File: config.mk
export PLATFORM = sky130hd
export DESIGN_NAME = nvcfg_top
export DESIGN_NICKNAME = d
export VERILOG_FILES = /design/src/design/nvcfg_pkg.sv /design/src/design/nvcfg_stretch.sv /design/src/design/nvcfg_top.sv
export SDC_FILE = /design/constraint.sdc
export NUM_CORES = 1
export LEC_CHECK = 0
export BUFFER_PORTS_ARGS = -buffer_cell sky130_fd_sc_hd__buf_2
export CAP_MARGIN = 40
export CORE_UTILIZATION = 55
export CTS_BUF_LIST = sky130_fd_sc_hd__clkbuf_4 sky130_fd_sc_hd__clkbuf_8
export CTS_CLUSTER_SIZE = 16
export DETAILED_ROUTE_END_ITERATION = 16
export GPL_TIMING_DRIVEN = 0
export PLACE_DENSITY_LB_ADDON = 0.25
export SYNTH_ARGS = -nofsm -noshare
export SYNTH_HDL_FRONTEND = slang
export SYNTH_SLANG_ARGS = --single-unit
File: constraint.sdc
create_clock -name sys_clk -period 4.4 [get_ports sys_clk]
set_clock_uncertainty 0.05 [all_clocks]
set_input_delay 0.22 -clock sys_clk [delete_from_list [all_inputs] [get_ports sys_clk]]
set_output_delay 0.22 -clock sys_clk [all_outputs]
set_load 0.01 [all_outputs]
File: src/design/nvcfg_pkg.sv
// What this block does
// - After power-on or bus reset, scan configuration memory and load all settings.
// - Offer transmit, receive and combined activity indicator pin functions.
// - Activity pin drives low during transfers, otherwise high impedance.
// - Each activity indicator is stretched by a retriggerable one-shot.
// - Optional suspend pull-down pulls UART lines low in suspend; default off.
// - Remote wake-up, default on: ring-indicate held low for 20 ms wakes host.
// - Sleep indicator pin outputs 0 while suspended, 1 otherwise.
// - Default pins: 0 transmit enable, 1 rx activity, 2 tx activity, 3 sleep.
// - Per-line polarity invert bits for eight UART signals, all default off.
// - Charge detection output stays inactive once enumerated by a standard host.
// - Default descriptor reports USB version 0200; device is full speed only.
// - Default descriptor reports bus powered with 90 mA maximum current.
// - Serial number enabled by default; unique value read from memory.
// - Transmit enable asserts one bit before start, drops with stop bit.
package nvcfg_pkg;
  localparam int unsigned CFG_WORDS      = 8;
  localparam int unsigned CFG_AW         = 3;
  localparam logic [2:0]  ADDR_USBVER    = 3'h0;
  localparam logic [2:0]  ADDR_POWER     = 3'h1;
  localparam logic [2:0]  ADDR_OPTIONS   = 3'h2;
  localparam logic [2:0]  ADDR_PINS      = 3'h3;
  localparam logic [2:0]  ADDR_INVERT    = 3'h4;
  localparam logic [2:0]  ADDR_SERIAL    = 3'h5;
  localparam logic [15:0] DEF_USBVER     = 16'h0200;
  // The current field counts 2 mA units, so the default 90 mA reads as 45.
  localparam logic [15:0] DEF_POWER      = 16'h002D;
  localparam logic [15:0] DEF_OPTIONS    = 16'h0005;
  localparam logic [15:0] DEF_PINS       = 16'h5210;
  localparam logic [15:0] DEF_INVERT     = 16'h0000;
  localparam logic [15:0] DEF_SERIAL     = 16'h0000;
  localparam int unsigned OPT_SERIAL_BIT = 0;
  localparam int unsigned OPT_PULLDN_BIT = 1;
  localparam int unsigned OPT_WAKE_BIT   = 2;
  localparam int unsigned PWR_SELF_BIT   = 8;
  localparam int unsigned PIN_SEL_W      = 4;
  localparam int unsigned NUM_PINS       = 4;
  localparam int unsigned NUM_INV        = 8;
  localparam int unsigned CLK_HZ         = 200_000_000;
  localparam int unsigned WAKE_MS        = 20;
  localparam int unsigned WAKE_CYCLES    = WAKE_MS * (CLK_HZ / 1000);
  localparam int unsigned STRETCH_CYCLES = 4096;
  typedef enum logic [3:0] {
    NVCFG_DRIVE_EN = 4'h0, NVCFG_RXACT = 4'h1, NVCFG_TXACT = 4'h2, NVCFG_TXRXACT = 4'h3,
    NVCFG_POWER_EN = 4'h4, NVCFG_SLEEP = 4'h5, NVCFG_CHARGE = 4'h6, NVCFG_CHARGE_N = 4'h7,
    NVCFG_LOW = 4'h8, NVCFG_HIGH = 4'h9
  } nvcfg_pinfn_type;
  typedef enum logic [1:0] {
    NVCFG_IDLE = 2'b00, NVCFG_READ = 2'b01, NVCFG_DONE = 2'b11
  } nvcfg_state_type;
endpackage

File: src/design/nvcfg_stretch.sv
`timescale 1ns/1ps
`default_nettype none
module nvcfg_stretch
  import nvcfg_pkg::*;
#(
  parameter int unsigned CYCLES = STRETCH_CYCLES
) (
  input  wire logic sys_clk,
  input  wire logic rst_n,
  input  wire logic trigger,
  output logic      active
);
  logic [12:0] count_reg;
  // Each byte reloads the counter, so a busy stream keeps the indicator lit.
  always_ff @(posedge sys_clk) begin
    if (!rst_n) begin
      count_reg <= 13'h0000;
    end else if (trigger) begin
      count_reg <= 13'(CYCLES);
    end else if (count_reg != 13'h0000) begin
      count_reg <= count_reg - 13'h0001;
    end
  end
  assign active = (count_reg != 13'h0000);
  a_stretch_reload: assert property (@(posedge sys_clk) disable iff (!rst_n)
    trigger |=> active [*8]) else $error("stretch did not hold after trigger");
endmodule // nvcfg_stretch
`default_nettype wire

File: src/design/nvcfg_top.sv
`timescale 1ns/1ps
`default_nettype none
module nvcfg_top
  import nvcfg_pkg::*;
#(
  parameter int unsigned WAKE_CNT = WAKE_CYCLES,
  parameter int unsigned STRETCH  = STRETCH_CYCLES
) (
  input  wire logic        sys_clk,
  input  wire logic        rst_n,
  input  wire logic        usb_bus_reset,
  output logic             mem_rd_en,
  output logic [2:0]       mem_addr,
  input  wire logic [15:0] mem_rd_data,
  input  wire logic        mem_rd_valid,
  output logic             cfg_loaded,
  output logic [15:0]      usb_version,
  output logic             self_powered,
  output logic [7:0]       max_power,
  output logic             serial_enable,
  output logic [15:0]      serial_value,
  input  wire logic        suspended,
  input  wire logic        enumerated,
  input  wire logic        charger_detected,
  input  wire logic        tx_byte,
  input  wire logic        rx_byte,
  input  wire logic        tx_frame_lead,
  input  wire logic        tx_stop_done,
  input  wire logic [7:0]  uart_core_out,
  output logic [7:0]       uart_pin_out,
  input  wire logic [7:0]  uart_pin_in,
  output logic [7:0]       uart_core_in,
  output logic             uart_pull_down,
  input  wire logic        ring_in_n,
  output logic             remote_wake,
  output logic [3:0]       config_io_pins_o,
  output logic [3:0]       config_io_pins_oe
);
  logic [15:0] cfg_reg [CFG_WORDS];
  nvcfg_state_type state_reg;
  logic [2:0]  addr_reg;
  logic        ri_s1_reg, ri_s2_reg, ri_s3_reg, ri_low_reg;
  logic [22:0] wake_cnt_reg;
  logic        drive_en_reg, wake_reg, bus_reset_d_reg;
  logic        tx_act, rx_act;
  logic [7:0]  inv;

  // Any bus reset restarts the scan; the words last loaded (defaults after power-on) stand until the memory answers.
  always_ff @(posedge sys_clk) begin
    if (!rst_n) begin
      state_reg       <= NVCFG_IDLE;
      addr_reg        <= 3'h0;
      bus_reset_d_reg <= 1'b0;
    end else begin
      bus_reset_d_reg <= usb_bus_reset;
      if (usb_bus_reset && !bus_reset_d_reg) begin
        state_reg <= NVCFG_IDLE;
        addr_reg  <= 3'h0;
      end else begin
        unique case (state_reg)
          NVCFG_IDLE: state_reg <= NVCFG_READ;
          NVCFG_READ: if (mem_rd_valid) begin
            if (addr_reg == 3'(CFG_WORDS - 1)) state_reg <= NVCFG_DONE;
            addr_reg <= addr_reg + 3'h1;
          end
          NVCFG_DONE: state_reg <= NVCFG_DONE;
          default:    state_reg <= NVCFG_IDLE;
        endcase
      end
    end
  end
  assign mem_rd_en  = (state_reg == NVCFG_READ);
  assign mem_addr   = addr_reg;
  assign cfg_loaded = (state_reg == NVCFG_DONE);

  always_ff @(posedge sys_clk) begin
    if (!rst_n) begin
      for (int i = 0; i < CFG_WORDS; i++) cfg_reg[i] <= 16'h0000;
      cfg_reg[ADDR_USBVER]  <= DEF_USBVER;
      cfg_reg[ADDR_POWER]   <= DEF_POWER;
      cfg_reg[ADDR_OPTIONS] <= DEF_OPTIONS;
      cfg_reg[ADDR_PINS]    <= DEF_PINS;
      cfg_reg[ADDR_INVERT]  <= DEF_INVERT;
      cfg_reg[ADDR_SERIAL]  <= DEF_SERIAL;
    end else if (state_reg == NVCFG_READ && mem_rd_valid) begin
      cfg_reg[addr_reg] <= mem_rd_data;
    end
  end

  // Descriptor values are registered so the host side sees stable fields.
  always_ff @(posedge sys_clk) begin
    if (!rst_n) begin
      usb_version   <= DEF_USBVER;
      self_powered  <= DEF_POWER[PWR_SELF_BIT];
      max_power     <= DEF_POWER[7:0];
      serial_enable <= DEF_OPTIONS[OPT_SERIAL_BIT];
      serial_value  <= DEF_SERIAL;
    end else begin
      usb_version   <= cfg_reg[ADDR_USBVER];
      self_powered  <= cfg_reg[ADDR_POWER][PWR_SELF_BIT];
      max_power     <= cfg_reg[ADDR_POWER][7:0];
      serial_enable <= cfg_reg[ADDR_OPTIONS][OPT_SERIAL_BIT];
      serial_value  <= cfg_reg[ADDR_SERIAL];
    end
  end

  assign inv = cfg_reg[ADDR_INVERT][7:0];
  assign uart_pin_out   = uart_core_out ^ inv;
  assign uart_core_in   = uart_pin_in ^ inv;
  assign uart_pull_down = suspended & cfg_reg[ADDR_OPTIONS][OPT_PULLDN_BIT];

  nvcfg_stretch #(.CYCLES(STRETCH)) u_tx (
    .sys_clk(sys_clk), .rst_n(rst_n), .trigger(tx_byte), .active(tx_act));
  nvcfg_stretch #(.CYCLES(STRETCH)) u_rx (
    .sys_clk(sys_clk), .rst_n(rst_n), .trigger(rx_byte), .active(rx_act));

  // The lead strobe comes one bit before the start bit from the UART timer.
  always_ff @(posedge sys_clk) begin
    if (!rst_n) begin
      drive_en_reg <= 1'b0;
    end else if (tx_frame_lead) begin
      drive_en_reg <= 1'b1;
    end else if (tx_stop_done) begin
      drive_en_reg <= 1'b0;
    end
  end

  // Ring input passes three flops; only agreeing second and third stages count.
  always_ff @(posedge sys_clk) begin
    if (!rst_n) begin
      ri_s1_reg  <= 1'b1;
      ri_s2_reg  <= 1'b1;
      ri_s3_reg  <= 1'b1;
      ri_low_reg <= 1'b0;
    end else begin
      ri_s1_reg <= ring_in_n ^ inv[7];
      ri_s2_reg <= ri_s1_reg;
      ri_s3_reg <= ri_s2_reg;
      if (ri_s2_reg == ri_s3_reg) ri_low_reg <= ~ri_s3_reg;
    end
  end

  // Wake is signalled once the ring level has been low for the full interval.
  always_ff @(posedge sys_clk) begin
    if (!rst_n) begin
      wake_cnt_reg <= 23'h00_0000;
      wake_reg     <= 1'b0;
    end else if (!(suspended && ri_low_reg && cfg_reg[ADDR_OPTIONS][OPT_WAKE_BIT])) begin
      wake_cnt_reg <= 23'h00_0000;
      wake_reg     <= 1'b0;
    end else if (wake_cnt_reg == 23'(WAKE_CNT - 1)) begin
      wake_reg     <= 1'b1;
    end else begin
      wake_cnt_reg <= wake_cnt_reg + 23'h00_0001;
    end
  end
  assign remote_wake = wake_reg;

  function automatic logic [1:0] pin_drive(input logic [3:0] sel);
    // Returns {oe, out}; activity functions are open drain, driven only low.
    unique case (sel)
      NVCFG_DRIVE_EN: pin_drive = {1'b1, drive_en_reg};
      NVCFG_RXACT:    pin_drive = {rx_act, 1'b0};
      NVCFG_TXACT:    pin_drive = {tx_act, 1'b0};
      NVCFG_TXRXACT:  pin_drive = {tx_act | rx_act, 1'b0};
      NVCFG_POWER_EN: pin_drive = {1'b1, suspended};
      NVCFG_SLEEP:    pin_drive = {1'b1, ~suspended};
      NVCFG_CHARGE:   pin_drive = {1'b1, charger_detected & suspended & ~enumerated};
      NVCFG_CHARGE_N: pin_drive = {1'b1, ~(charger_detected & suspended & ~enumerated)};
      NVCFG_LOW:      pin_drive = 2'b10;
      NVCFG_HIGH:     pin_drive = 2'b11;
      default:        pin_drive = 2'b00;
    endcase
  endfunction

  always_comb begin
    for (int p = 0; p < NUM_PINS; p++) begin
      {config_io_pins_oe[p], config_io_pins_o[p]} =
        pin_drive(cfg_reg[ADDR_PINS][p*PIN_SEL_W +: PIN_SEL_W]);
    end
  end

  a_sleep_level: assert property (@(posedge sys_clk) disable iff (!rst_n)
    (cfg_reg[ADDR_PINS][15:12] == NVCFG_SLEEP) |-> (config_io_pins_o[3] == ~suspended))
    else $error("sleep pin level wrong");
  a_charge_quiet: assert property (@(posedge sys_clk) disable iff (!rst_n)
    (enumerated && cfg_reg[ADDR_PINS][15:12] == NVCFG_CHARGE) |-> !config_io_pins_o[3])
    else $error("charge output active while enumerated");
  a_pulldown_gate: assert property (@(posedge sys_clk) disable iff (!rst_n)
    uart_pull_down |-> suspended)
    else $error("pull-down outside suspend");
  a_invert_path: assert property (@(posedge sys_clk) disable iff (!rst_n)
    (uart_pin_out ^ uart_core_out) == cfg_reg[ADDR_INVERT][7:0])
    else $error("invert mask not applied");
  a_drive_en_lead: assert property (@(posedge sys_clk) disable iff (!rst_n)
    tx_frame_lead |=> drive_en_reg)
    else $error("transmit enable did not rise");
  a_drive_en_stop: assert property (@(posedge sys_clk) disable iff (!rst_n)
    (tx_stop_done && !tx_frame_lead) |=> !drive_en_reg)
    else $error("transmit enable did not fall");
  // The wake checks look one cycle back, since suspend may drop as the flag rises.
  a_wake_needs_ring: assert property (@(posedge sys_clk) disable iff (!rst_n)
    $rose(wake_reg) |-> $past(ri_low_reg) && $past(suspended))
    else $error("wake without ring");
  a_wake_interval: assert property (@(posedge sys_clk) disable iff (!rst_n)
    $rose(wake_reg) |-> ($past(wake_cnt_reg) == 23'(WAKE_CNT - 1)))
    else $error("wake before full interval");
  a_wake_enabled: assert property (@(posedge sys_clk) disable iff (!rst_n)
    remote_wake |-> $past(cfg_reg[ADDR_OPTIONS][OPT_WAKE_BIT]))
    else $error("wake while disabled");
  a_scan_restart: assert property (@(posedge sys_clk) disable iff (!rst_n)
    (usb_bus_reset && !bus_reset_d_reg) |=> ##1 mem_rd_en)
    else $error("no rescan");
  a_scan_advance: assert property (@(posedge sys_clk) disable iff (!rst_n)
    (mem_rd_en && mem_rd_valid && !(usb_bus_reset && !bus_reset_d_reg))
    |=> (mem_addr == $past(mem_addr) + 3'h1))
    else $error("scan address did not advance");
  a_version_follow: assert property (@(posedge sys_clk) disable iff (!rst_n)
    cfg_loaded |=> (usb_version == $past(cfg_reg[ADDR_USBVER])))
    else $error("descriptor version not loaded");
  a_act_low_drive: assert property (@(posedge sys_clk) disable iff (!rst_n)
    (cfg_reg[ADDR_PINS][7:4] == NVCFG_RXACT) |-> (config_io_pins_oe[1] == rx_act)
    && !config_io_pins_o[1])
    else $error("rx activity pin drive wrong");
  a_tx_low_drive: assert property (@(posedge sys_clk) disable iff (!rst_n)
    (cfg_reg[ADDR_PINS][11:8] == NVCFG_TXACT) |-> (config_io_pins_oe[2] == tx_act)
    && !config_io_pins_o[2])
    else $error("tx activity pin drive wrong");
endmodule // nvcfg_top
`default_nettype wire

==> run_results.csv <==
group,metric,value,unit
cts,clkLatencyLatePin,0.47,ns
finish,fin_util,66.5,%
grt,grt_pass1_wl,23900,um
critical_path,slowest_delay,0.65,ns
floorplanning,fp.dieH,115,um
cts,numCtsBuffers,17,
logic_synthesis,yosysTopAreaCell,"dfxtp_1",
route,drc_errors,0,
critical_path,reg2reg_from,"state_reg[1]",
logic_synthesis,synth_top_area_share,29.2,%
critical_path,crit_family,"simple AND/OR/NAND/NOR gates",
critical_path,start_kind,"flip-flop",
logic_synthesis,yosysUniqueCellTypes,51,
finish,antenna_cells,0,
place,dp_hpwl,10500,um
floorplanning,top_level_ports,117,
critical_path,crit_fanout,7,
cts,cts_max_level,4,
floorplanning,dieArea,13300,sq um
power_and_ir_drop,p_comb_share,28.2,%
power_and_ir_drop,ir_drop,0.269,mV
critical_path,arrival,2.85,ns
timing,rsz0062_at_grt,"false",
place,dp_cells,940,
finish,layout_common_cells,"buf_2 (117), dfxtp_1 (103), and2_1 (98), edfxtp_1 (68), a21oi_1 (41)",
timing,finalSetupTns,0,ns
timing,fin_ws,1.28,ns
critical_path,r2r_slack,1.44,ns
logic_synthesis,synth.cell_area,7070,sq um
min_path,hold_depth,2,
finish,largest_reg_flops,68,
grt,antenna_found_initial,0,
outcome,status,"completed",
place,port_buffers,116,
logic_synthesis,syn_nets,703,
power_and_ir_drop,p_sw_share,33.3,%
critical_path,r2r_end,"cfg_reg[0][13]",
power_and_ir_drop,p_clk_share,26.2,%
route,drtIter0Drc,356,
timing,tightest_slew,0.818,ns
timing,hold_viol_final,0,
timing,fin_crit,3.12,ns
logic_synthesis,yosys_register_bits,171,
critical_path,endpoint_kind,"primary output",
place,gp_congestion,0.879,
critical_path,cp_slowest_cell,"or4b_2",
floorplanning,coreArea,12600,sq um
timing,min_period_over_period,70.9,%
power_and_ir_drop,power_density,505,nW/um^2
finish,fillerInstances,968,
place,place_ws,1.51,ns
min_path,holdCritStartpoint,"mem_rd_data[11]",
timing,finalSetupViolCount,0,
logic_synthesis,yosysSeqAreaShare,58.0,%
cts,cts_tree,"built",
cts,postCtsSetupBuffers,0,
min_path,min-delay-path-class,"in2reg",
finish,fin_cells,981,
route,dr.pass1.iters,5,
min_path,worstHoldEndpoint,"cfg_reg[0][11]",
logic_synthesis,ys_warn_count,0,
logic_synthesis,synth_edf_count,68,
power_and_ir_drop,p_leak,3.34,nW
cts,clockRootBuffer,"clkbuf_8",
logic_synthesis,syn_area_per_cell,10.8,sq um
grt,grt_pass1_vias,5119,
floorplanning,rows,41,
logic_synthesis,netlist_top_cells_area,"dfxtp_1 (29%), edfxtp_1 (29%), and2_1 (8.7%), nand2b_1 (3.3%), a21oi_1 (2.9%)",
power_and_ir_drop,p_int,0.00282,W
logic_synthesis,synthFlopType,"dfxtp_1",
finish,syn2layout_area_growth,18.2,%
route,wirelength,14700,um
floorplanning,start_util,56.3,%
critical_path,cp.required,4.13,ns
critical_path,crit_type,"reg2out",
cts,cts.path.max_buffers,2,
critical_path,path_buf_inv,3,
timing,drv_slew,0,
route,wl_per_cell,15.0,um
flow_run,cap_violations,0,
route,routed_via_density,5.39,
route,ant_nets,0,
grt,grt_overflow,0,
critical_path,path_cells,"inv_1 > ha_1 > or4b_2 > or4_4 > buf_6 > a221oi_2 > o21bai_1 > buf_2",
power_and_ir_drop,netSwitchingPower,0.00141,W
finish,final_common_cell,"buf_2",
finish,drive_gt1_share,20.3,%
route,vias,5287,
logic_synthesis,async_flop_share,0,%
grt,grt_max_degree,19,
critical_path,ff2ff_path_depth,4,
power_and_ir_drop,power_frac_seq,45.5,%
cts,clk_pin_slew,0.10,ns
finish,final_nets,847,
grt,grt_usage,23.6,%
logic_synthesis,netlist_instances,652,
floorplanning,die_w,115,um
cts,cts.sinks,171,
timing,slew_headroom,45.3,%
timing,fmax,320,MHz
## logic make-up after synthesis
| kind of cell | Yosys count | synth area share (%) |
|---|---|---|
| XOR/XNOR | 26 | 3.22 |
| AND/OR/NAND/NOR | 298 | 24.7 |
| AO/OA/AOI/OAI | 103 | 9.34 |
| buffers and inverters | 38 | 2.14 |
| adder cells (fa/ha/maj) | 7 | 1.24 |
| flip-flops | 171 | 58.0 |
| multiplexers | 9 | 1.31 |
## layer usage
layer | part of all wire (%) | wire, um | global-route usage (%)
met1 | 43 | 6280 | 28.1
met2 | 51 | 7430 | 40.7
met3 | 4.9 | 720 | 6.17
met4 | 2.0 | 290 | 9.44
met5 | 0 | 0 | 0
## stage by stage
stage / power, W / cell area, sq um / hold slack [ns]
floorplan: 0.00286 / 7070 / 0.287
global placement: 0.00307 / 7870 / 0.343
detailed placement: 0.00314 / 7870 / 0.361
CTS: 0.00424 / 8360 / 0.00486
global route: 0.00447 / 8360 / 0.0159
finish: 0.00423 / 8360 / 0.0189
## layout make-up
class | count | area [sq um] | share of cell area (%)
sequential | 171 | 4100 | 49.1
clock inverter | 15 | 169 | 2.02
clock buffer | 17 | 234 | 2.80
tap | 172 | 215 | 2.57
buffer | 27 | 110 | 1.32
multi-input combinational | 443 | 2820 | 33.7
timing repair buffer | 125 | 671 | 8.02
inverter | 11 | 41.3 | 0.494
## power groups by stage
stage / clock, W / sequential, W / combinational (W)
after CTS: 0.00113 / 0.00192 / 0.00119
after detailed placement: 0 / 0.00195 / 0.00118
after floorplan: 0 / 0.00193 / 0.000929
final: 0.00111 / 0.00192 / 0.00119
after global routing: 0.00119 / 0.00195 / 0.00134
after global placement: 0 / 0.00194 / 0.00113
## Yosys cell counts, types with 6 or more instances
cell / number
dfxtp_1: 103
and2_1: 98
edfxtp_1: 68
a21oi_1: 41
nand2b_1: 37
nor2_1: 33
nand2_1: 28
clkbuf_1: 24
xor2_1: 21
o21ai_0: 19
nand3_1: 13
or3_1: 13
nor4_1: 12
inv_1: 11
o31ai_1: 11
or4_1: 11
nand4_1: 10
nor3_1: 8
ha_1: 7
mux2i_1: 7
a22o_1: 6
and4_1: 6
nor3b_1: 6
## timing repair
action,in CTS,in global routing
hold endpoints to repair,12,0
hold buffers,9,0
gates resized for setup,0,0
## worst max-delay path by stage
stage                                 start              endpoint  cells past startpoint  slack (ns)
after floorplan           u_rx.count_reg[0]  config_io_pins_oe[1]                      7        2.02
after global placement         state_reg[1]        cfg_reg[0][13]                      4        1.59
after detailed placement       state_reg[1]        cfg_reg[0][11]                      4        1.51
after CTS                 u_rx.count_reg[0]  config_io_pins_oe[0]                      8        1.25
after global routing      u_rx.count_reg[0]  config_io_pins_oe[1]                      8        1.16
final                     u_rx.count_reg[0]  config_io_pins_oe[1]                      8        1.28
Note: power is estimated with default switching activity, not from simulation.
